==> config.mk <==
export PLATFORM = sky130hd
export DESIGN_NAME = irc_irrigation_ctrl
export DESIGN_NICKNAME = d
export VERILOG_FILES = /design/src/irc_divider.v /design/src/irc_duration_timer.v /design/src/irc_irrigation_ctrl.v
export VERILOG_INCLUDE_DIRS = /design/src /design/src/src
export SDC_FILE = /design/constraint.sdc
export NUM_CORES = 1
export LEC_CHECK = 0
export BUFFER_PORTS_ARGS = -buffer_cell sky130_fd_sc_hd__buf_2
export CAP_MARGIN = 40
export CORE_MARGIN = 2
export CORE_UTILIZATION = 50
export CTS_CLUSTER_SIZE = 30
export DETAILED_ROUTE_END_ITERATION = 16
export GPL_TIMING_DRIVEN = 0
export PLACE_DENSITY = 0.77
export SYNTH_ARGS = -nofsm -noshare
export SYNTH_HDL_FRONTEND = slang
export SYNTH_HIERARCHICAL = 1
export SYNTH_SLANG_ARGS = --single-unit
==> constraint.sdc <==
create_clock -name clk -period 4.35 [get_ports clk]
set_input_delay 0.6525 -clock clk [delete_from_list [all_inputs] [get_ports clk]]
set_output_delay 0.6525 -clock clk [all_outputs]
set_load 0.1 [all_outputs]
==> src/irc_regs.vh <==
`ifndef IRC_REGS_VH
`define IRC_REGS_VH

// ************************************************************
// register offsets (byte addresses, one word each)
// ************************************************************
`define IRC_ADDR_RES_LIMIT 8'h00
`define IRC_ADDR_RES_DURATION 8'h04
`define IRC_ADDR_DAY_INTERVAL 8'h08
`define IRC_ADDR_TMR_DURATION 8'h0c
`define IRC_ADDR_START_HOUR 8'h10
`define IRC_ADDR_STATUS 8'h14
`define IRC_ADDR_RESISTANCE 8'h18

// ************************************************************
// field widths and status bit positions
// ************************************************************
`define IRC_LIMIT_W 6
`define IRC_DUR_W 9
`define IRC_DAYS_W 3
`define IRC_HOUR_W 5
`define IRC_MIN_W 6
`define IRC_STAT_RELAY 0
`define IRC_STAT_RES_ACTIVE 1
`define IRC_STAT_TMR_ACTIVE 2
`define IRC_STAT_OVER_LIMIT 3
`define IRC_STAT_DAY_LSB 4

// ************************************************************
// reset values
// ************************************************************
`define IRC_RST_RES_LIMIT 6'h00
`define IRC_RST_RES_DURATION 9'h00a
`define IRC_RST_DAY_INTERVAL 3'h0
`define IRC_RST_TMR_DURATION 9'h00a
`define IRC_RST_START_HOUR 5'h10

// ************************************************************
// legal ranges (limit in tenths of an ohm, durations in minutes)
// ************************************************************
`define IRC_LIMIT_OFF 6'h00
`define IRC_LIMIT_MIN 6'h01
`define IRC_LIMIT_MAX 6'h3c
`define IRC_DUR_MIN 9'h005
`define IRC_DUR_MAX 9'h12c
`define IRC_DAYS_OFF 3'h0
`define IRC_HOUR_MAX 5'h17

// ************************************************************
// timing
// ************************************************************
`define IRC_MINUTE_S 36'h00000003c
`define IRC_CLK_HZ 36'h005f5e100
`define IRC_MINUTE_CYCLES (`IRC_MINUTE_S * `IRC_CLK_HZ)

`endif

==> src/irc_divider.v <==
`default_nettype none

// ************************************************************
// restoring divider, one quotient bit per clock
// ************************************************************
module irc_divider #(
    parameter W = 20
)(
    input wire clk,
    input wire reset,
    input wire start,
    input wire [W-1:0] dividend,
    input wire [W-1:0] divisor,
    output reg busy,
    output reg done,
    output reg [W-1:0] quotient
);
    localparam CW = $clog2(W + 1);
    localparam [CW-1:0] CNT_INIT = W;

    reg [W-1:0] rem;
    reg [CW-1:0] cnt;
    wire [W:0] shifted = {rem, quotient[W-1]};
    wire [W:0] diff = shifted - {1'b0, divisor};
    wire fits = (shifted >= {1'b0, divisor});

    always @(posedge clk or posedge reset)
    begin
        if (reset)
        begin
            busy <= 1'b0;
            done <= 1'b0;
            quotient <= {W{1'b0}};
            rem <= {W{1'b0}};
            cnt <= {CW{1'b0}};
        end
        else if (start && !busy)
        begin
            busy <= 1'b1;
            done <= 1'b0;
            quotient <= dividend;
            rem <= {W{1'b0}};
            cnt <= CNT_INIT;
        end
        else if (busy)
        begin
            rem <= fits ? diff[W-1:0] : shifted[W-1:0];
            quotient <= {quotient[W-2:0], fits};
            cnt <= cnt - 1'b1;
            if (cnt == 1)
            begin
                busy <= 1'b0;
                done <= 1'b1;
            end
        end
        else
        begin
            done <= 1'b0;
        end
    end
endmodule

`default_nettype wire

==> src/irc_duration_timer.v <==
`default_nettype none

// ************************************************************
// minute-resolution run timer
// ************************************************************
module irc_duration_timer #(
    parameter DUR_W = 9,
    parameter TICK_W = 36,
    parameter [TICK_W-1:0] MINUTE_CYCLES = 36'h165a0bc00
)(
    input wire clk,
    input wire reset,
    input wire start,
    input wire abort,
    input wire [DUR_W-1:0] minutes,
    output reg active
);
    reg [DUR_W-1:0] remaining;
    reg [TICK_W-1:0] prescale;

    // prescaler restarts on start so the first minute is a full one
    always @(posedge clk or posedge reset)
    begin
        if (reset)
        begin
            active <= 1'b0;
            remaining <= {DUR_W{1'b0}};
            prescale <= {TICK_W{1'b0}};
        end
        else if (abort)
        begin
            active <= 1'b0;
            remaining <= {DUR_W{1'b0}};
            prescale <= {TICK_W{1'b0}};
        end
        else if (start && !active)
        begin
            active <= 1'b1;
            remaining <= minutes;
            prescale <= {TICK_W{1'b0}};
        end
        else if (active)
        begin
            if (prescale == MINUTE_CYCLES - 1'b1)
            begin
                prescale <= {TICK_W{1'b0}};
                remaining <= remaining - 1'b1;
                if (remaining == 1)
                begin
                    active <= 1'b0;
                end
            end
            else
            begin
                prescale <= prescale + 1'b1;
            end
        end
    end
endmodule

`default_nettype wire

==> src/irc_irrigation_ctrl.v <==
`include "irc_regs.vh"
`default_nettype none

module irc_irrigation_ctrl #(
    parameter MEAS_W = 16,
    parameter [35:0] MINUTE_CYCLES = `IRC_MINUTE_CYCLES
)(
    input wire clk,
    input wire reset,
    input wire psel,
    input wire penable,
    input wire pwrite,
    input wire [7:0] paddr,
    input wire [31:0] pwdata,
    output reg [31:0] prdata,
    output reg pready,
    output reg pslverr,
    input wire measValid,
    input wire [MEAS_W-1:0] outVoltage,
    input wire [MEAS_W-1:0] outCurrent,
    input wire [`IRC_HOUR_W-1:0] todHour,
    input wire [`IRC_MIN_W-1:0] todMinute,
    output reg irrigationRelay
);
    // quotient carries tenths of an ohm, so the voltage is scaled by ten
    localparam DW = MEAS_W + 4;

    // ************************************************************
    // configuration and state
    // ************************************************************
    reg [`IRC_LIMIT_W-1:0] resLimit;
    reg [`IRC_DUR_W-1:0] resDuration;
    reg [`IRC_DAYS_W-1:0] dayInterval;
    reg [`IRC_DUR_W-1:0] tmrDuration;
    reg [`IRC_HOUR_W-1:0] startHour;
    reg [`IRC_DAYS_W-1:0] dayCount;
    reg [`IRC_HOUR_W-1:0] prevHour;
    reg prevMatch;
    reg [DW-1:0] resistance;
    reg overLimit;
    reg [DW-1:0] heldDivisor;

    reg [31:0] next_prdata;
    reg next_pslverr;
    reg [`IRC_DAYS_W-1:0] next_dayCount;

    wire divBusy;
    wire divDone;
    wire [DW-1:0] quotient;
    wire resActive;
    wire tmrActive;

    wire setupPhase = psel && !penable;
    wire writeNow = psel && penable && pready && pwrite && !pslverr;
    wire resEnabled = (resLimit != `IRC_LIMIT_OFF);
    wire tmrEnabled = (dayInterval != `IRC_DAYS_OFF);

    // ************************************************************
    // resistance measurement
    // ************************************************************
    wire [DW-1:0] dividend = {outVoltage, 3'h0} + {3'h0, outVoltage, 1'b0};
    wire [DW-1:0] divisor = {4'h0, outCurrent};

    // zero current gives no usable sample, so it is skipped
    wire divStart = measValid && !divBusy && (outCurrent != {MEAS_W{1'b0}});

    // current is valid only with the strobe, so it is held for the whole divide
    always @(posedge clk or posedge reset)
    begin
        if (reset)
        begin
            heldDivisor <= {DW{1'b0}};
        end
        else if (divStart)
        begin
            heldDivisor <= divisor;
        end
    end

    irc_divider #(
        .W(DW)
    ) resDivider (
        .clk(clk),
        .reset(reset),
        .start(divStart),
        .dividend(dividend),
        .divisor(heldDivisor),
        .busy(divBusy),
        .done(divDone),
        .quotient(quotient)
    );

    wire aboveLimit = (quotient > {{(DW - `IRC_LIMIT_W){1'b0}}, resLimit});
    wire resStart = resEnabled && divDone && aboveLimit;

    always @(posedge clk or posedge reset)
    begin
        if (reset)
        begin
            resistance <= {DW{1'b0}};
            overLimit <= 1'b0;
        end
        else if (divDone)
        begin
            resistance <= quotient;
            overLimit <= aboveLimit;
        end
    end

    irc_duration_timer #(
        .DUR_W(`IRC_DUR_W),
        .TICK_W(36),
        .MINUTE_CYCLES(MINUTE_CYCLES)
    ) resTimer (
        .clk(clk),
        .reset(reset),
        .start(resStart),
        .abort(!resEnabled),
        .minutes(resDuration),
        .active(resActive)
    );

    // ************************************************************
    // calendar timer
    // ************************************************************
    wire midnight = (todHour == 5'h00) && (prevHour != 5'h00);
    wire hourMatch = (todHour == startHour) && (todMinute == 6'h00);

    always @*
    begin
        next_dayCount = dayCount;
        if (midnight)
        begin
            // wraps back to zero after N days
            if (dayCount + 1'b1 >= dayInterval)
            begin
                next_dayCount = 3'h0;
            end
            else
            begin
                next_dayCount = dayCount + 1'b1;
            end
        end
    end

    // start on the edge of the match so one hour gives one run
    wire tmrStart = tmrEnabled && hourMatch && !prevMatch && (next_dayCount == 3'h0);

    always @(posedge clk or posedge reset)
    begin
        if (reset)
        begin
            prevHour <= 5'h00;
            prevMatch <= 1'b0;
        end
        else
        begin
            prevHour <= todHour;
            prevMatch <= hourMatch;
        end
    end

    irc_duration_timer #(
        .DUR_W(`IRC_DUR_W),
        .TICK_W(36),
        .MINUTE_CYCLES(MINUTE_CYCLES)
    ) calTimer (
        .clk(clk),
        .reset(reset),
        .start(tmrStart),
        .abort(!tmrEnabled),
        .minutes(tmrDuration),
        .active(tmrActive)
    );

    // ************************************************************
    // relay
    // ************************************************************
    always @(posedge clk or posedge reset)
    begin
        if (reset)
        begin
            irrigationRelay <= 1'b0;
        end
        else
        begin
            // disabled schemes are gated off as well as aborted
            irrigationRelay <= (resEnabled && resActive) || (tmrEnabled && tmrActive);
        end
    end

    // ************************************************************
    // apb decode and read data
    // ************************************************************
    wire [`IRC_LIMIT_W-1:0] wrLimit = pwdata[`IRC_LIMIT_W-1:0];
    wire [`IRC_DUR_W-1:0] wrDur = pwdata[`IRC_DUR_W-1:0];
    wire [`IRC_DAYS_W-1:0] wrDays = pwdata[`IRC_DAYS_W-1:0];
    wire [`IRC_HOUR_W-1:0] wrHour = pwdata[`IRC_HOUR_W-1:0];

    wire limitOk = (pwdata[31:`IRC_LIMIT_W] == 0)
        && ((wrLimit == `IRC_LIMIT_OFF) || ((wrLimit >= `IRC_LIMIT_MIN) && (wrLimit <= `IRC_LIMIT_MAX)));
    wire durOk = (pwdata[31:`IRC_DUR_W] == 0)
        && (wrDur >= `IRC_DUR_MIN) && (wrDur <= `IRC_DUR_MAX);
    wire daysOk = (pwdata[31:`IRC_DAYS_W] == 0);
    wire hourOk = (pwdata[31:`IRC_HOUR_W] == 0) && (wrHour <= `IRC_HOUR_MAX);

    always @*
    begin
        next_prdata = 32'h00000000;
        next_pslverr = 1'b0;
        case (paddr)
            `IRC_ADDR_RES_LIMIT:
            begin
                next_prdata[`IRC_LIMIT_W-1:0] = resLimit;
                next_pslverr = pwrite && !limitOk;
            end
            `IRC_ADDR_RES_DURATION:
            begin
                next_prdata[`IRC_DUR_W-1:0] = resDuration;
                next_pslverr = pwrite && !durOk;
            end
            `IRC_ADDR_DAY_INTERVAL:
            begin
                next_prdata[`IRC_DAYS_W-1:0] = dayInterval;
                next_pslverr = pwrite && !daysOk;
            end
            `IRC_ADDR_TMR_DURATION:
            begin
                next_prdata[`IRC_DUR_W-1:0] = tmrDuration;
                next_pslverr = pwrite && !durOk;
            end
            `IRC_ADDR_START_HOUR:
            begin
                // only the hour is stored; minutes are always zero
                next_prdata[`IRC_HOUR_W-1:0] = startHour;
                next_pslverr = pwrite && !hourOk;
            end
            `IRC_ADDR_STATUS:
            begin
                next_prdata[`IRC_STAT_RELAY] = irrigationRelay;
                next_prdata[`IRC_STAT_RES_ACTIVE] = resActive;
                next_prdata[`IRC_STAT_TMR_ACTIVE] = tmrActive;
                next_prdata[`IRC_STAT_OVER_LIMIT] = overLimit;
                next_prdata[`IRC_STAT_DAY_LSB+`IRC_DAYS_W-1:`IRC_STAT_DAY_LSB] = dayCount;
                next_pslverr = pwrite;
            end
            `IRC_ADDR_RESISTANCE:
            begin
                next_prdata[DW-1:0] = resistance;
                next_pslverr = pwrite;
            end
            default:
            begin
                next_pslverr = 1'b1;
            end
        endcase
    end

    // one wait-free answer: pready rises in the first access cycle
    always @(posedge clk or posedge reset)
    begin
        if (reset)
        begin
            pready <= 1'b0;
            pslverr <= 1'b0;
            prdata <= 32'h00000000;
        end
        else if (setupPhase)
        begin
            pready <= 1'b1;
            pslverr <= next_pslverr;
            prdata <= pwrite ? 32'h00000000 : next_prdata;
        end
        else
        begin
            pready <= 1'b0;
            pslverr <= 1'b0;
            prdata <= 32'h00000000;
        end
    end

    // ************************************************************
    // configuration writes
    // ************************************************************
    always @(posedge clk or posedge reset)
    begin
        if (reset)
        begin
            resLimit <= `IRC_RST_RES_LIMIT;
            resDuration <= `IRC_RST_RES_DURATION;
            dayInterval <= `IRC_RST_DAY_INTERVAL;
            tmrDuration <= `IRC_RST_TMR_DURATION;
            startHour <= `IRC_RST_START_HOUR;
            dayCount <= 3'h0;
        end
        else
        begin
            dayCount <= next_dayCount;
            if (writeNow)
            begin
                case (paddr)
                    `IRC_ADDR_RES_LIMIT:
                    begin
                        resLimit <= wrLimit;
                    end
                    `IRC_ADDR_RES_DURATION:
                    begin
                        resDuration <= wrDur;
                    end
                    `IRC_ADDR_DAY_INTERVAL:
                    begin
                        dayInterval <= wrDays;
                        // today is day zero of the new interval
                        dayCount <= 3'h0;
                    end
                    `IRC_ADDR_TMR_DURATION:
                    begin
                        tmrDuration <= wrDur;
                    end
                    `IRC_ADDR_START_HOUR:
                    begin
                        startHour <= wrHour;
                    end
                    default:
                    begin
                        resLimit <= resLimit;
                    end
                endcase
            end
        end
    end
endmodule

`default_nettype wire

* Word level (Yosys, flattened, before mapping)
Index checks and enable logic that the tools add are counted.
Word-level totals: flip-flop bits (word level) 252, memories kept 0, bits in latches 0, memory bits (writable) 0, ROM bits 0, logic and storage cells 176
Cells by class: shift-type cells 0, reductions and logical operators 63, $mul 0, order comparisons 8, div/mod/pow operators 0, $add $sub $neg 8, bitwise logic cells 0, equal/unequal tests 17, muxes and demuxes 54
Operator list (number):
- 36-bit 2-to-1 mux | 8
- 20-bit 2-to-1 mux | 7
- 36-bit by 1-bit adder with 36-bit output, second input constant | 2
- 36-bit by 33-bit equality test with 1-bit output, second input constant | 2
- 9-bit 2-to-1 mux | 8
- 29-bit zero test | 1
- 1-bit logical AND | 28
- 27-bit zero test | 1
- 26-bit zero test | 1
- 8-bit by 5-bit equality test with 1-bit output, second input constant | 3
- 23-bit zero test | 1
- 21-bit by 16-bit greater-or-equal comparator with 1-bit output | 1
- 3-bit case mux with 7 select lines | 1
- 19-bit by 17-bit adder with 20-bit output | 1
- 20-bit by 6-bit > comparator with 1-bit output | 1
- 20-bit by 16-bit subtractor with 20-bit output | 1
- 9-bit by 1-bit equality test with 1-bit output, second input constant | 2
- 1-bit 2-to-1 mux | 18
- 9-bit by 1-bit subtractor with 9-bit output, second input constant | 2
- 8-bit by 4-bit equality test with 1-bit output, second input constant | 2
- 16-bit nonzero test | 1
- 2-bit AND reduction | 7
- 6-bit zero test | 2
- 3-bit 2-to-1 mux | 4
- other kinds (29) | 45

* Longest topological paths before layout
Gate-level depths: netlist (run 1).
depth in word-level cells 9, gate-level depth with buffers 15, mapped depth without buffers 14

* Hierarchy
The synthesis (run 1) kept the hierarchy.
By module, submodules not included:
- irc_irrigation_ctrl | seq. area each 2533.7 um^2, area each 5442.7 um^2, cells an instance 494, times used 1
- irc_duration_timer | seq. area each 1151.1 um^2, area each 2621.3 um^2, cells an instance 274, times used 2
- irc_divider | seq. area each 1176.1 um^2, area each 3378.2 um^2, cells an instance 391, times used 1

* Worst setup path before layout (run 1)
No wires, ideal clock.
path type in2reg, from in todHour[0], to reg calTimer.prescale[33], setup slack 1091 ps, arrival time 3181 ps, setup time 78 ps, stages 11, cells stage by stage or4_4 -> nor2_2 -> o21ai_4 -> a21oi_2 -> nand3_1 -> nor4b_2 -> nor3_1 -> nor4_4 -> nand3_2 -> or4_1 -> a21oi_1
On the way: longest elaborated chain between the ends 8, elaborated cells between the ends (all ways) 13, those cells by class eq/ne: 2; mux: 3; reduce/logical: 8
Ends and longest elaborated chain:
- start: declaration | RTL line irc_irrigation_ctrl.v:21 | input wire [`IRC_HOUR_W-1:0] todHour,
- 5-bit zero test or 5-bit equality test (tied branches) | RTL line irc_irrigation_ctrl.v:126, irc_irrigation_ctrl.v:127
- 1-bit logical AND (on tied branches) | RTL line irc_irrigation_ctrl.v:126, irc_irrigation_ctrl.v:127
- 3-bit 2-to-1 mux or 1-bit logical AND (tied branches) | RTL line irc_irrigation_ctrl.v:132, irc_irrigation_ctrl.v:147
- 3-bit zero test or 1-bit logical AND (tied branches) | RTL line irc_irrigation_ctrl.v:147 | wire tmrStart = tmrEnabled && hourMatch && !prevMatch && (next_dayCount == 3'h0);
- 1-bit logical AND * | RTL line irc_irrigation_ctrl.v:147
- net tmrStart | RTL line irc_irrigation_ctrl.v:147
- 1-bit logical AND * | RTL line irc_duration_timer.v:36 | else if (start && !active)
- 36-bit 2-to-1 mux | RTL line irc_duration_timer.v:36
- 36-bit 2-to-1 mux | RTL line irc_duration_timer.v:30 | else if (abort)
- end signal: assignment | RTL line irc_duration_timer.v:28 | prescale <= {TICK_W{1'b0}};
- end signal: assignment | RTL line irc_duration_timer.v:34 | prescale <= {TICK_W{1'b0}};
- end signal: assignment | RTL line irc_duration_timer.v:40 | prescale <= {TICK_W{1'b0}};
- end: declaration | RTL line irc_duration_timer.v:19 | reg [TICK_W-1:0] prescale;
The timed path passes the listed nets; every way through them passes the cells marked *. A chain may end at the register's enable or synchronous reset.

* Worst setup path in the final report (run 1)
from reg dayCount[0], to reg calTimer.prescale[33]
On the way: longest elaborated chain between the ends 9, elaborated cells between the ends (all ways) 10, those cells by class add/sub: 1; order compare: 1; eq/ne: 1; mux: 4; reduce/logical: 3
Ends and longest elaborated chain:
- start: declaration | RTL line irc_irrigation_ctrl.v:36 | reg [`IRC_DAYS_W-1:0] dayCount;
- start signal: assignment | RTL line irc_irrigation_ctrl.v:298 | dayCount <= next_dayCount;
- 3-bit by 1-bit adder with 3-bit output | RTL line irc_irrigation_ctrl.v:135, irc_irrigation_ctrl.v:141
- 3-bit greater-or-equal comparator | RTL line irc_irrigation_ctrl.v:135 | if (dayCount + 1'b1 >= dayInterval)
- 3-bit 2-to-1 mux | RTL line irc_irrigation_ctrl.v:135
- 3-bit 2-to-1 mux * | RTL line irc_irrigation_ctrl.v:132 | if (midnight)
- 3-bit zero test * | RTL line irc_irrigation_ctrl.v:147
- 1-bit logical AND * | RTL line irc_irrigation_ctrl.v:147
- net tmrStart | RTL line irc_irrigation_ctrl.v:147
- 1-bit logical AND * | RTL line irc_duration_timer.v:36
- 36-bit 2-to-1 mux | RTL line irc_duration_timer.v:36
- 36-bit 2-to-1 mux | RTL line irc_duration_timer.v:30
Marked as above.

==> results.py, run 1 <==
metrics = {
    "sta": {
        "finalCriticalPeriod_ns": 3.66,
        "finalHoldViolCount": 0,
        "period_share_pct": 84.1,
        "drv_slew": 0,
        "setup_violations": 0,
        "rsz0062_at_grt": "no",
        "clock_skew_ns": 0.0208,
        "fmax_mhz": 273,
        "relSlewSlack_pct": 48.6,
        "whs_ns": 0.150,
        "tightest_slew_ns": 0.765,
    },
    "clock_network": {
        "clockBufferDepth": 3,
        "clock_latency_ns": 0.55,
        "cts_tree": "yes",
        "cts-buffers-inserted": 28,
        "clock-sinks": 240,
        "post_cts_buffers": 0,
        "cts-root-buf": "clkbuf_16",
        "postCtsResizedCells": 0,
        "h-tree-depth": 1,
        "path_clk_slew_ns": 0.06,
        "hold_buffers": 0,
    },
    "route": {
        "drc_errors": 0,
        "routedWlPerCell_um": 17.5,
        "drt-initial-drc-count": 937,
        "ant_nets": 0,
        "routed_wl_um": 34800,
        "via_count": 11600,
        "vias_per_cell": 5.82,
        "dr.pass1.iters": 6,
    },
    "power_and_ir_drop": {
        "p_per_area_nw_per_um2": 548,
        "p_seq_share_pct": 34.2,
        "p_leak_nw": 7.33,
        "pwr-share-comb_pct": 36.8,
        "ir_worst_vdd_uv": 520,
        "swShare_pct": 36.2,
        "intPower_mw": 5.70,
        "switchingPower_mw": 3.24,
        "clkPwrFrac_pct": 29.0,
    },
    "placed_design": {
        "io_buffers": 110,
        "placedInstanceArea_um2": 15200,
        "dp_hpwl_um": 25700,
        "place_congestion": 0.877,
    },
    "yosys": {
        "netlist_instances": 1433,
        "yosysTopAreaCell": "dfrtp_1",
        "synth_common_cells": "dfrtp_1, nor2_1, nand2_1, xor2_1, inv_1",
        "synth-edff-count": 0,
        "ys_warn_count": 6,
        "netlist.area_leader.share_pct": 41.8,
        "ys_types": 89,
        "ys.flop_type": "dfrtp_1",
        "ys_top_cells_by_area": "dfrtp_1, ha_1, xor2_1",
        "syn-cell-area_um2": 14100,
        "avgSynthCellArea_um2": 9.81,
        "yosysMostFrequentCell": "dfrtp_1",
        "yosys_register_bits": 240,
        "async_flop_share_pct": 100,
        "ys_seq_area_share_pct": 42.7,
    },
    "floorplanning": {
        "rows": 61,
        "ioPinCount": 124,
        "initial_core_util_pct": 50.8,
        "core_region_area_um2": 27700,
        "die_w_um": 172,
        "dieHeight_um": 172,
        "die_area_um2": 29500,
    },
    "global_routing": {
        "grtUsageMet3_pct": 3.64,
        "overflow": 0,
        "grt_pass1_vias": 11200,
        "top_usage_layer": "met2",
        "met1_usage_pct": 31.4,
        "grt_max_degree": 56,
        "grt_pass1_wl_um": 56000,
        "grt_use_met2_pct": 39.3,
        "grt.total_usage_pct": 23.5,
        "antenna_found_initial": 1,
    },
    "critical_path": {
        "crit_path_max_incr_delay_ns": 0.53,
        "cp.required_ns": 4.81,
        "ff2ff_path_depth": 13,
        "path_class": "reg2reg",
        "timing.rr.end": "calTimer/prescale[33]",
        "rrSetupSlack_ns": 0.69,
        "reg2reg_from": "dayCount[0]",
        "crit_arrival_ns": 4.12,
        "startpoint_type": "flop",
        "path_cells": "ha_1 -> ha_1 -> a21o_2 -> a21o_2 -> nor3b_2 -> a21oi_2 -> nand3_1 -> nor4b_2 -> nor3_1 -> nor4_4 -> nand3_2 -> or4_1 -> a21oi_1",
        "cp_max_fo": 7,
        "end_kind": "flop",
        "slowest_stage": "or4_1",
    },
    "layout": {
        "fill_cells": 2322,
        "drive_gt1_share_pct": 18.0,
        "areaGrowthSynthToFinish_pct": 15.8,
        "nNetsFinal": 1737,
        "final_cell_area_um2": 16300,
    },
    "flow_run": {
        "drv_cap": 0,
    },
    "hold_path": {
        "hold_path.class": "in2async",
    },
    "status": {
        "status": "complete, no violations",
    },
}
-- placed cells by master (no fill, tap or decap), drive strengths merged, types with 34 or more instances in the layout --
cell type / count
xor2: 72
nor4: 34
inv: 65
nor2: 147
nand2: 96
mux2i: 36
a21oi: 54
mux2: 67
o21ai: 67
dfrtp: 235
nand3: 49
nand4: 54
clkbuf: 58
buf: 160
ha: 52
-- worst max-delay path by stage --
stage	slack (ns)	cells past startpoint	endpoint	startpoint
finish	0.69	13	calTimer/prescale[33]	dayCount[0]
global placement	-0.11	2	prdata[14]	reset
CTS	0.70	13	calTimer/prescale[33]	dayCount[0]
global route	0.46	13	calTimer/prescale[33]	dayCount[0]
detailed placement	0.47	12	calTimer/prescale[33]	todHour[0]
floorplan	1.06	1	dayCount[0]	reset
-- kinds of logic (layout without fill, tap and decap cells) --
group / after synthesis / count (layout) / share of synthesized area [%]
AOI/OAI and AO/OA: 249 / 249 / 11.8
xor gates and xnor gates: 105 / 105 / 6.54
adders and majority gates: 54 / 54 / 4.91
buffers and inverters: 133 / 300 / 4.33
DFF: 240 / 240 / 42.7
muxes: 103 / 103 / 7.93
other: 1 / 18 / 0.0267
and+or+nand+nor: 548 / 548 / 21.8
-- power groups by stage --
stage | combinational [mW] | clock (mW) | sequential (mW)
floorplan | 2.53 | 0 | 2.94
global placement | 3.06 | 0 | 3.06
detailed placement | 3.19 | 0 | 3.08
CTS | 3.25 | 2.62 | 3.05
global route | 3.63 | 2.71 | 3.11
finish | 3.29 | 2.59 | 3.06
-- routing by layer --
layer | up-vias | wire (µm)
li1 | 5499 | -
met4 | 0 | 846
met5 | - | 0
met3 | 65 | 2000
met1 | 5666 | 15300
met2 | 379 | 16700
-- per-stage QoR --
step	setup TNS, ns	cells	total power [mW]	utilization [%]	setup slack (ns)
2_1_floorplan	0	1449	5.46	-	1.06
3_3_place_gp	-9.94	1937	6.13	54.7	-0.108
3_5_place_dp	0	1942	6.27	55.0	0.467
4_1_cts	0	1994	8.92	58.8	0.701
5_1_grt	0	1995	9.46	58.8	0.464
6_report	0	1995	8.93	58.8	0.692
-- critical path, delay by kind of cell (launching register included) --
| kind | cells | cell delay, ns |
|---|---|---|
| adders and majority gates | 2 | 0.62 |
| AOI/OAI and AO/OA | 4 | 0.57 |
| DFF | 1 | 0.46 |
| and+or+nand+nor | 7 | 1.92 |
-- cell type report --
type / count / area, µm² / area share, %
antenna: 1 / 2.50 / 0.0154
sequential: 240 / 6010 / 36.9
tap: 378 / 473 / 2.90
clock inverter: 17 / 258 / 1.58
inverter: 65 / 246 / 1.51
clock buffer: 35 / 778 / 4.78
timing repair buffer: 115 / 651 / 3.99
multi-input combinational: 1076 / 7500 / 46.1
buffer: 68 / 365 / 2.24
-- flip-flops by register name, indices dropped and copies added, names as in the netlist, 5 cells and up --
name                 cells
calTimer/prescale       36
calTimer/remaining       9
heldDivisor             16
prdata                  20
prevHour                 5
resDivider/cnt           5
resDivider/quotient     20
resDivider/rem          20
resDuration              9
resLimit                 6
resTimer/prescale       36
resTimer/remaining       9
resistance              20
startHour                5
tmrDuration              9
(Power assumes the default switching activity.)
==> run 2: changes to the inputs <==
--- a/config.mk
+++ b/config.mk
@@ -13,7 +13,7 @@
 export CTS_CLUSTER_SIZE = 30
 export DETAILED_ROUTE_END_ITERATION = 16
 export GPL_TIMING_DRIVEN = 0
-export PLACE_DENSITY = 0.77
+export PLACE_DENSITY = 0.79
 export SYNTH_ARGS = -nofsm -noshare
 export SYNTH_HDL_FRONTEND = slang
 export SYNTH_HIERARCHICAL = 1
==> constraint.sdc (replaced) <==
create_clock -name clk -period 2.9 [get_ports clk]
set_input_delay 0.435 -clock clk [delete_from_list [all_inputs] [get_ports clk]]
set_output_delay 0.435 -clock clk [all_outputs]
set_load 0.1 [all_outputs]
==> run 2 against run 1 <==
Compared with the run above: the flow now finishes with violations (setup timing); flip-flop and latch count unchanged; first-iteration DRC count up 2.6%; clock-buffer cell count up 4; routed wire length up 3.9%; utilization up 2.2 points; global-route usage up 0.83 points; die area unchanged; critical path depth unchanged; cell area up 3.8%; via count up 2.0%.
==> results.py, run 2 (same netlist as run 1, synthesis figures left out) <==
metrics = {
    "status": {
        "status": "finished with violations",
        "violations": "setup timing",
    },
    "layout": {
        "nNetsFinal": 1772,
        "diodes": 0,
        "top_regs": "calTimer/prescale x36, resTimer/prescale x36",
        "layout_commonest_cell": "dfrtp_1",
        "areaGrowthSynthToFinish_pct": 20.2,
        "final_core_util_pct": 61.0,
        "drive_gt1_share_pct": 22.7,
        "final_cell_mix": "dfrtp_1, nor2_1, buf_2",
    },
    "floorplanning": {
        "core_region_area_um2": 27700,
        "initial_core_util_pct": 50.8,
        "dieHeight_um": 172,
        "die_w_um": 172,
        "rows": 61,
        "ioPinCount": 124,
        "die_area_um2": 29500,
    },
    "route": {
        "ant_nets": 0,
        "vias_per_cell": 5.84,
        "dr.pass1.iters": 11,
        "via_count": 11800,
        "drc_errors": 0,
        "drt-initial-drc-count": 961,
        "routedWlPerCell_um": 17.9,
        "routed_wl_um": 36200,
    },
    "sta": {
        "drv_slew": 0,
        "period_share_pct": 106,
        "fin_ws_ns": -0.177,
        "rsz0062_at_grt": "yes",
        "relSlewSlack_pct": 53.4,
        "clock_skew_ns": 0.0102,
        "finalCriticalPeriod_ns": 3.08,
        "tightest_slew_ns": 0.694,
        "setup_violations": 40,
        "fmax_mhz": 325,
        "finalSetupTns_ns": -2.92,
        "finalHoldViolCount": 0,
    },
    "critical_path": {
        "ff2ff_path_depth": 13,
        "cp.required_ns": 3.37,
        "cp_max_fo": 3,
        "startpoint_type": "flop",
        "end_kind": "flop",
        "crit_path_max_incr_delay_ns": 0.53,
        "rrSetupSlack_ns": -0.18,
        "timing.rr.end": "calTimer/prescale[33]",
        "path_cells": "ha_4 -> xor2_1 -> ha_1 -> a21o_4 -> nor3b_2 -> a21oi_2 -> nand3_2 -> nor4b_4 -> nor3_2 -> nor4_4 -> nand3_2 -> or4_4 -> a21oi_2",
        "crit_family": "simple AND/OR/NAND/NOR gates",
        "crit_arrival_ns": 3.54,
        "path_class": "reg2reg",
        "crit_buf_inv": 0,
        "reg2reg_from": "dayCount[0]",
        "slowest_stage": "or4_4",
    },
    "clock_network": {
        "path_clk_slew_ns": 0.06,
        "cts_tree": "yes",
        "clock-sinks": 240,
        "cts-root-buf": "clkbuf_16",
        "clockBufferDepth": 3,
        "h-tree-depth": 1,
        "cts-buffers-inserted": 27,
        "clock_latency_ns": 0.53,
    },
    "global_routing": {
        "grt_pass1_vias": 11600,
        "grt.total_usage_pct": 24.3,
        "grt_max_degree": 38,
        "antenna_found_initial": 0,
        "overflow": 0,
        "grt_pass1_wl_um": 58100,
    },
    "power_and_ir_drop": {
        "p_leak_nw": 7.56,
        "pwr-share-comb_pct": 38.9,
        "swShare_pct": 37.1,
        "switchingPower_mw": 4.84,
        "clkPwrFrac_pct": 26.0,
        "p_per_area_nw_per_um2": 773,
        "total_power_mw": 13.1,
        "ir_worst_vdd_uv": 619,
        "p_seq_share_pct": 35.1,
        "intPower_mw": 8.22,
    },
    "placed_design": {
        "dp_hpwl_um": 25700,
        "io_buffers": 110,
        "dp_worst_setup_slack_ns": -0.524,
        "place_congestion": 0.900,
    },
    "hold_path": {
        "hold_end": "prevHour[0]",
        "hold_path_depth": 1,
        "hold_path.class": "in2reg",
        "worstHoldStart": "todHour[0]",
    },
    "flow_run": {
        "drv_cap": 0,
    },
}
-- run 2: cell types whose count changed in the layout (fill, tap and decap cells not counted), moves of 7 or more --
cell / previous run / this run
nand2_1: 96 / 85
nand3_2: 3 / 17
nand3_1: 46 / 30
buf_6: 2 / 10
buf_4: 19 / 40
nand2_2: 0 / 7
-- run 2: worst max path at each step --
stage / end / start / depth (start not counted) / slack, ns
2_1_floorplan: calTimer/prescale[33] / dayCount[0] / 13 / -0.15
3_3_place_gp: calTimer/prescale[33] / todHour[0] / 12 / -0.51
3_5_place_dp: calTimer/prescale[33] / dayCount[0] / 13 / -0.52
4_1_cts: calTimer/prescale[33] / dayCount[0] / 13 / -0.27
5_1_grt: calTimer/prescale[33] / dayCount[0] / 13 / -0.30
6_report: calTimer/prescale[33] / dayCount[0] / 13 / -0.18
-- run 2: final cells by class --
type	instances	area, µm²
plain buffers	68	419
clock buffers	39	761
clock inverters	10	116
fillers	2230	10800
inverters	65	248
multi-input cells	1076	7800
flip-flops and latches	240	6010
well taps	378	473
repair buffers	151	1070
-- run 2: worst register-to-register path, stage by stage, from the launching register on --
cell and delay, ns:
dfrtp_2 0.43, ha_4 0.17, xor2_1 0.15, ha_1 0.32
a21o_4 0.13, nor3b_2 0.05, a21oi_2 0.15, nand3_2 0.11
nor4b_4 0.28, nor3_2 0.12, nor4_4 0.32, nand3_2 0.14
or4_4 0.53, a21oi_2 0.13
-- run 2: per-stage QoR --
step | cell area [µm²] | cells | hold slack (ns)
5_1_grt | 16900 | 2027 | 0.0371
3_3_place_gp | 15200 | 1937 | 0.465
3_5_place_dp | 15300 | 1944 | 0.466
4_1_cts | 16700 | 2021 | 0.0308
2_1_floorplan | 14200 | 1449 | 0.446
6_report | 16900 | 2027 | 0.0456
-- run 2: repair_timing --
item,4_1_cts,5_1_grt
endpoints found under the setup margin,84,83
gates resized for setup,48,39
cloned,3,1
pin swaps,38,26
buffers inserted,24,6
hold endpoints to repair,39,0
hold buffers,1,0
-- run 2: power by group through the flow --
stage          clock (mW)  sequential [mW]  combinational, mW
2_1_floorplan           0             4.40               3.81
6_report             3.39             4.59               5.07
4_1_cts              3.45             4.57               4.97
3_5_place_dp            0             4.63               4.81
3_3_place_gp            0             4.59               4.60
5_1_grt              3.57             4.66               5.63
-- run 2: routing by layer --
| metal | vias up | track usage (%) | wire [µm] |
|---|---|---|---|
| met5 | - | 0 | 0 |
| met2 | 376 | 41.1 | 17400 |
| met3 | 98 | 3.61 | 2050 |
| met4 | 0 | 8.33 | 1260 |
| li1 | 5570 | - | - |
| met1 | 5797 | 31.9 | 15500 |
==> run 3: changes to the inputs <==
--- a/config.mk
+++ b/config.mk
@@ -7,13 +7,13 @@
 export NUM_CORES = 1
 export LEC_CHECK = 0
 export BUFFER_PORTS_ARGS = -buffer_cell sky130_fd_sc_hd__buf_2
-export CAP_MARGIN = 40
+export CAP_MARGIN = 20
 export CORE_MARGIN = 2
 export CORE_UTILIZATION = 50
 export CTS_CLUSTER_SIZE = 30
 export DETAILED_ROUTE_END_ITERATION = 16
 export GPL_TIMING_DRIVEN = 0
-export PLACE_DENSITY = 0.79
+export PLACE_DENSITY_LB_ADDON = 0.25
 export SYNTH_ARGS = -nofsm -noshare
 export SYNTH_HDL_FRONTEND = slang
 export SYNTH_HIERARCHICAL = 1
==> constraint.sdc (replaced) <==
create_clock -name clk -period 2.6 [get_ports clk]
set_input_delay 0.39 -clock clk [delete_from_list [all_inputs] [get_ports clk]]
set_output_delay 0.39 -clock clk [all_outputs]
set_load 0.1 [all_outputs]
==> run 3 against run 2 <==
Compared with the run above: the flow still finishes with violations (setup timing); clock skew hardly changed; largest power group unchanged; flip-flop and latch count unchanged; cell area grew 4.6%; register-to-register slack lost 0.35 ns; die area unchanged; sequential power rose by 12%; critical endpoint unchanged; global-route usage is 0.89 points higher; setup slack lost 0.35 ns; non-clock buffer count rose by 27; critical path depth did not move.
==> results.py, run 3 (same netlist as run 1, synthesis figures left out) <==
metrics = {
    "power_and_ir_drop": {
        "p_per_area_nw_per_um2": 860,
        "total_power_mw": 15.2,
        "swShare_pct": 37.3,
        "p_seq_share_pct": 33.9,
        "clkPwrFrac_pct": 24.0,
        "ir_worst_vdd_uv": 740,
        "switchingPower_mw": 5.68,
        "intPower_mw": 9.53,
        "p_leak_nw": 7.83,
        "pwr-share-comb_pct": 42.1,
    },
    "route": {
        "drt-initial-drc-count": 873,
        "routedWlPerCell_um": 18.3,
        "dr.pass1.iters": 6,
        "drc_errors": 0,
        "routed_wl_um": 37700,
        "via_count": 11900,
        "ant_nets": 0,
        "vias_per_cell": 5.77,
    },
    "placed_design": {
        "dp_hpwl_um": 26000,
        "io_buffers": 110,
        "place_congestion": 0.933,
    },
    "sta": {
        "setup_violations": 76,
        "drv_slew": 0,
        "relSlewSlack_pct": 44.5,
        "finalHoldViolCount": 0,
        "rsz0062_at_grt": "yes",
        "period_share_pct": 120,
        "fmax_mhz": 320,
        "fin_ws_ns": -0.523,
        "clock_skew_ns": 0.0104,
        "finalSetupTns_ns": -21.82,
        "tightest_slew_ns": 0.832,
        "finalCriticalPeriod_ns": 3.12,
    },
    "global_routing": {
        "grt.total_usage_pct": 25.2,
        "overflow": 0,
        "grt_max_degree": 45,
        "grt_pass1_vias": 11700,
        "grt_pass1_wl_um": 59900,
        "antenna_found_initial": 0,
    },
    "floorplanning": {
        "dieHeight_um": 172,
        "rows": 61,
        "initial_core_util_pct": 50.8,
        "die_w_um": 172,
        "die_area_um2": 29500,
        "core_region_area_um2": 27700,
        "ioPinCount": 124,
    },
    "critical_path": {
        "end_kind": "flop",
        "crit_family": "simple AND/OR/NAND/NOR gates",
        "cp_max_fo": 3,
        "path_cells": "ha_4 -> xor2_2 -> ha_1 -> a21o_4 -> nor3b_2 -> a21oi_2 -> nand3_2 -> nor4b_4 -> nor3_2 -> nor4_4 -> nand3_2 -> or4_4 -> a21oi_2",
        "crit_path_max_incr_delay_ns": 0.55,
        "path_class": "reg2reg",
        "crit_arrival_ns": 3.59,
        "crit_buf_inv": 0,
        "startpoint_type": "flop",
        "slowest_stage": "or4_4",
        "cp.required_ns": 3.07,
    },
    "clock_network": {
        "clockBufferDepth": 3,
        "cts-root-buf": "clkbuf_16",
        "path_clk_slew_ns": 0.06,
        "cts_tree": "yes",
        "cts-buffers-inserted": 28,
        "clock_latency_ns": 0.54,
        "h-tree-depth": 1,
        "clock-sinks": 240,
    },
    "status": {
        "status": "finished with violations",
        "violations": "setup timing",
    },
    "flow_run": {
        "drv_cap": 0,
    },
    "layout": {
        "top_regs": "calTimer/prescale x36, resTimer/prescale x36",
        "final_core_util_pct": 63.8,
        "final_cell_mix": "dfrtp_1, nor2_1, buf_2",
        "drive_gt1_share_pct": 27.5,
        "diodes": 0,
        "layout_commonest_cell": "dfrtp_1",
        "areaGrowthSynthToFinish_pct": 25.7,
        "nNetsFinal": 1800,
    },
    "hold_path": {
        "hold_path.class": "in2reg",
    },
}
## run 3: cell count changes in the layout (fill, tap and decap cells not counted), sizes merged
cell         before  now
buf             194  218
bufinv            2    0
clkinv            5    8
clkinvlp          3    2
dlygate4sd3       1    6
## run 3: layout make-up
class / count / area (µm²)
buffer: 64 / 430
sequential: 240 / 6020
tap: 378 / 473
fill: 2219 / 10000
clock buffer: 41 / 790
inverter: 65 / 248
clock inverter: 10 / 67.6
multi-input combinational: 1076 / 8290
timing repair buffer: 182 / 1370
## run 3: per-stage QoR
stage / setup WS (ns) / cells / instance area [µm²] / hold WS, ns
floorplan: -0.445 / 1449 / 14200 / 0.421
global placement: -0.830 / 1937 / 15300 / 0.468
detailed placement: -0.836 / 1943 / 15400 / 0.430
CTS: -0.565 / 2042 / 17100 / 0.0616
global route: -0.687 / 2056 / 17700 / 0.0667
finish: -0.523 / 2056 / 17700 / 0.0809
## run 3: worst register-to-register path, stage by stage (launching register included)
cell	delay [ns]
dfrtp_2	0.44
ha_4	0.17
xor2_2	0.14
ha_1	0.33
a21o_4	0.15
nor3b_2	0.05
a21oi_2	0.15
nand3_2	0.10
nor4b_4	0.29
nor3_2	0.12
nor4_4	0.29
nand3_2	0.14
or4_4	0.55
a21oi_2	0.13
## run 3: what timing repair did
action                                 in CTS  in global routing
endpoints found under the hold margin      66                  0
setup buffers                              35                 20
gates cloned                                7                  2
setup endpoints to repair                 114                123
hold buffers                                6                  0
pin swaps                                  51                 61
gates resized for setup                   104                 98
## run 3: path summary, 6_finish.rpt
check / startpoint / end / slack [ns] / cells past startpoint
max: dayCount[0] / calTimer/prescale[33] / -0.52 / 13
min: penable / pready / 0.08 / 2
max reg2reg: dayCount[0] / calTimer/prescale[33] / -0.52 / 13
min reg2reg: resistance[14] / prdata[14] / 0.48 / 1
max in group asynchronous: reset / startHour[4] / 1.20 / 5
min in group asynchronous: reset / resDivider/rem[2] / 0.42 / 3
## run 3: layer usage
metal | global-route usage, % | up-vias | share of wire, %
li1 | - | 5624 | -
met1 | 33.1 | 5826 | 43
met2 | 42.6 | 329 | 49
met3 | 3.41 | 83 | 4.7
met4 | 9.03 | 0 | 3.5
met5 | 0 | - | 0
## run 3: power groups by stage
stage                     Clock [mW]  Combinational [mW]  Sequential [mW]
after floorplan                    0                4.25             4.91
after global placement             0                5.22             5.15
after detailed placement           0                5.38             5.18
after CTS                       3.72                5.67             5.11
after global routing            3.88                7.06             5.24
final                           3.64                6.41             5.16
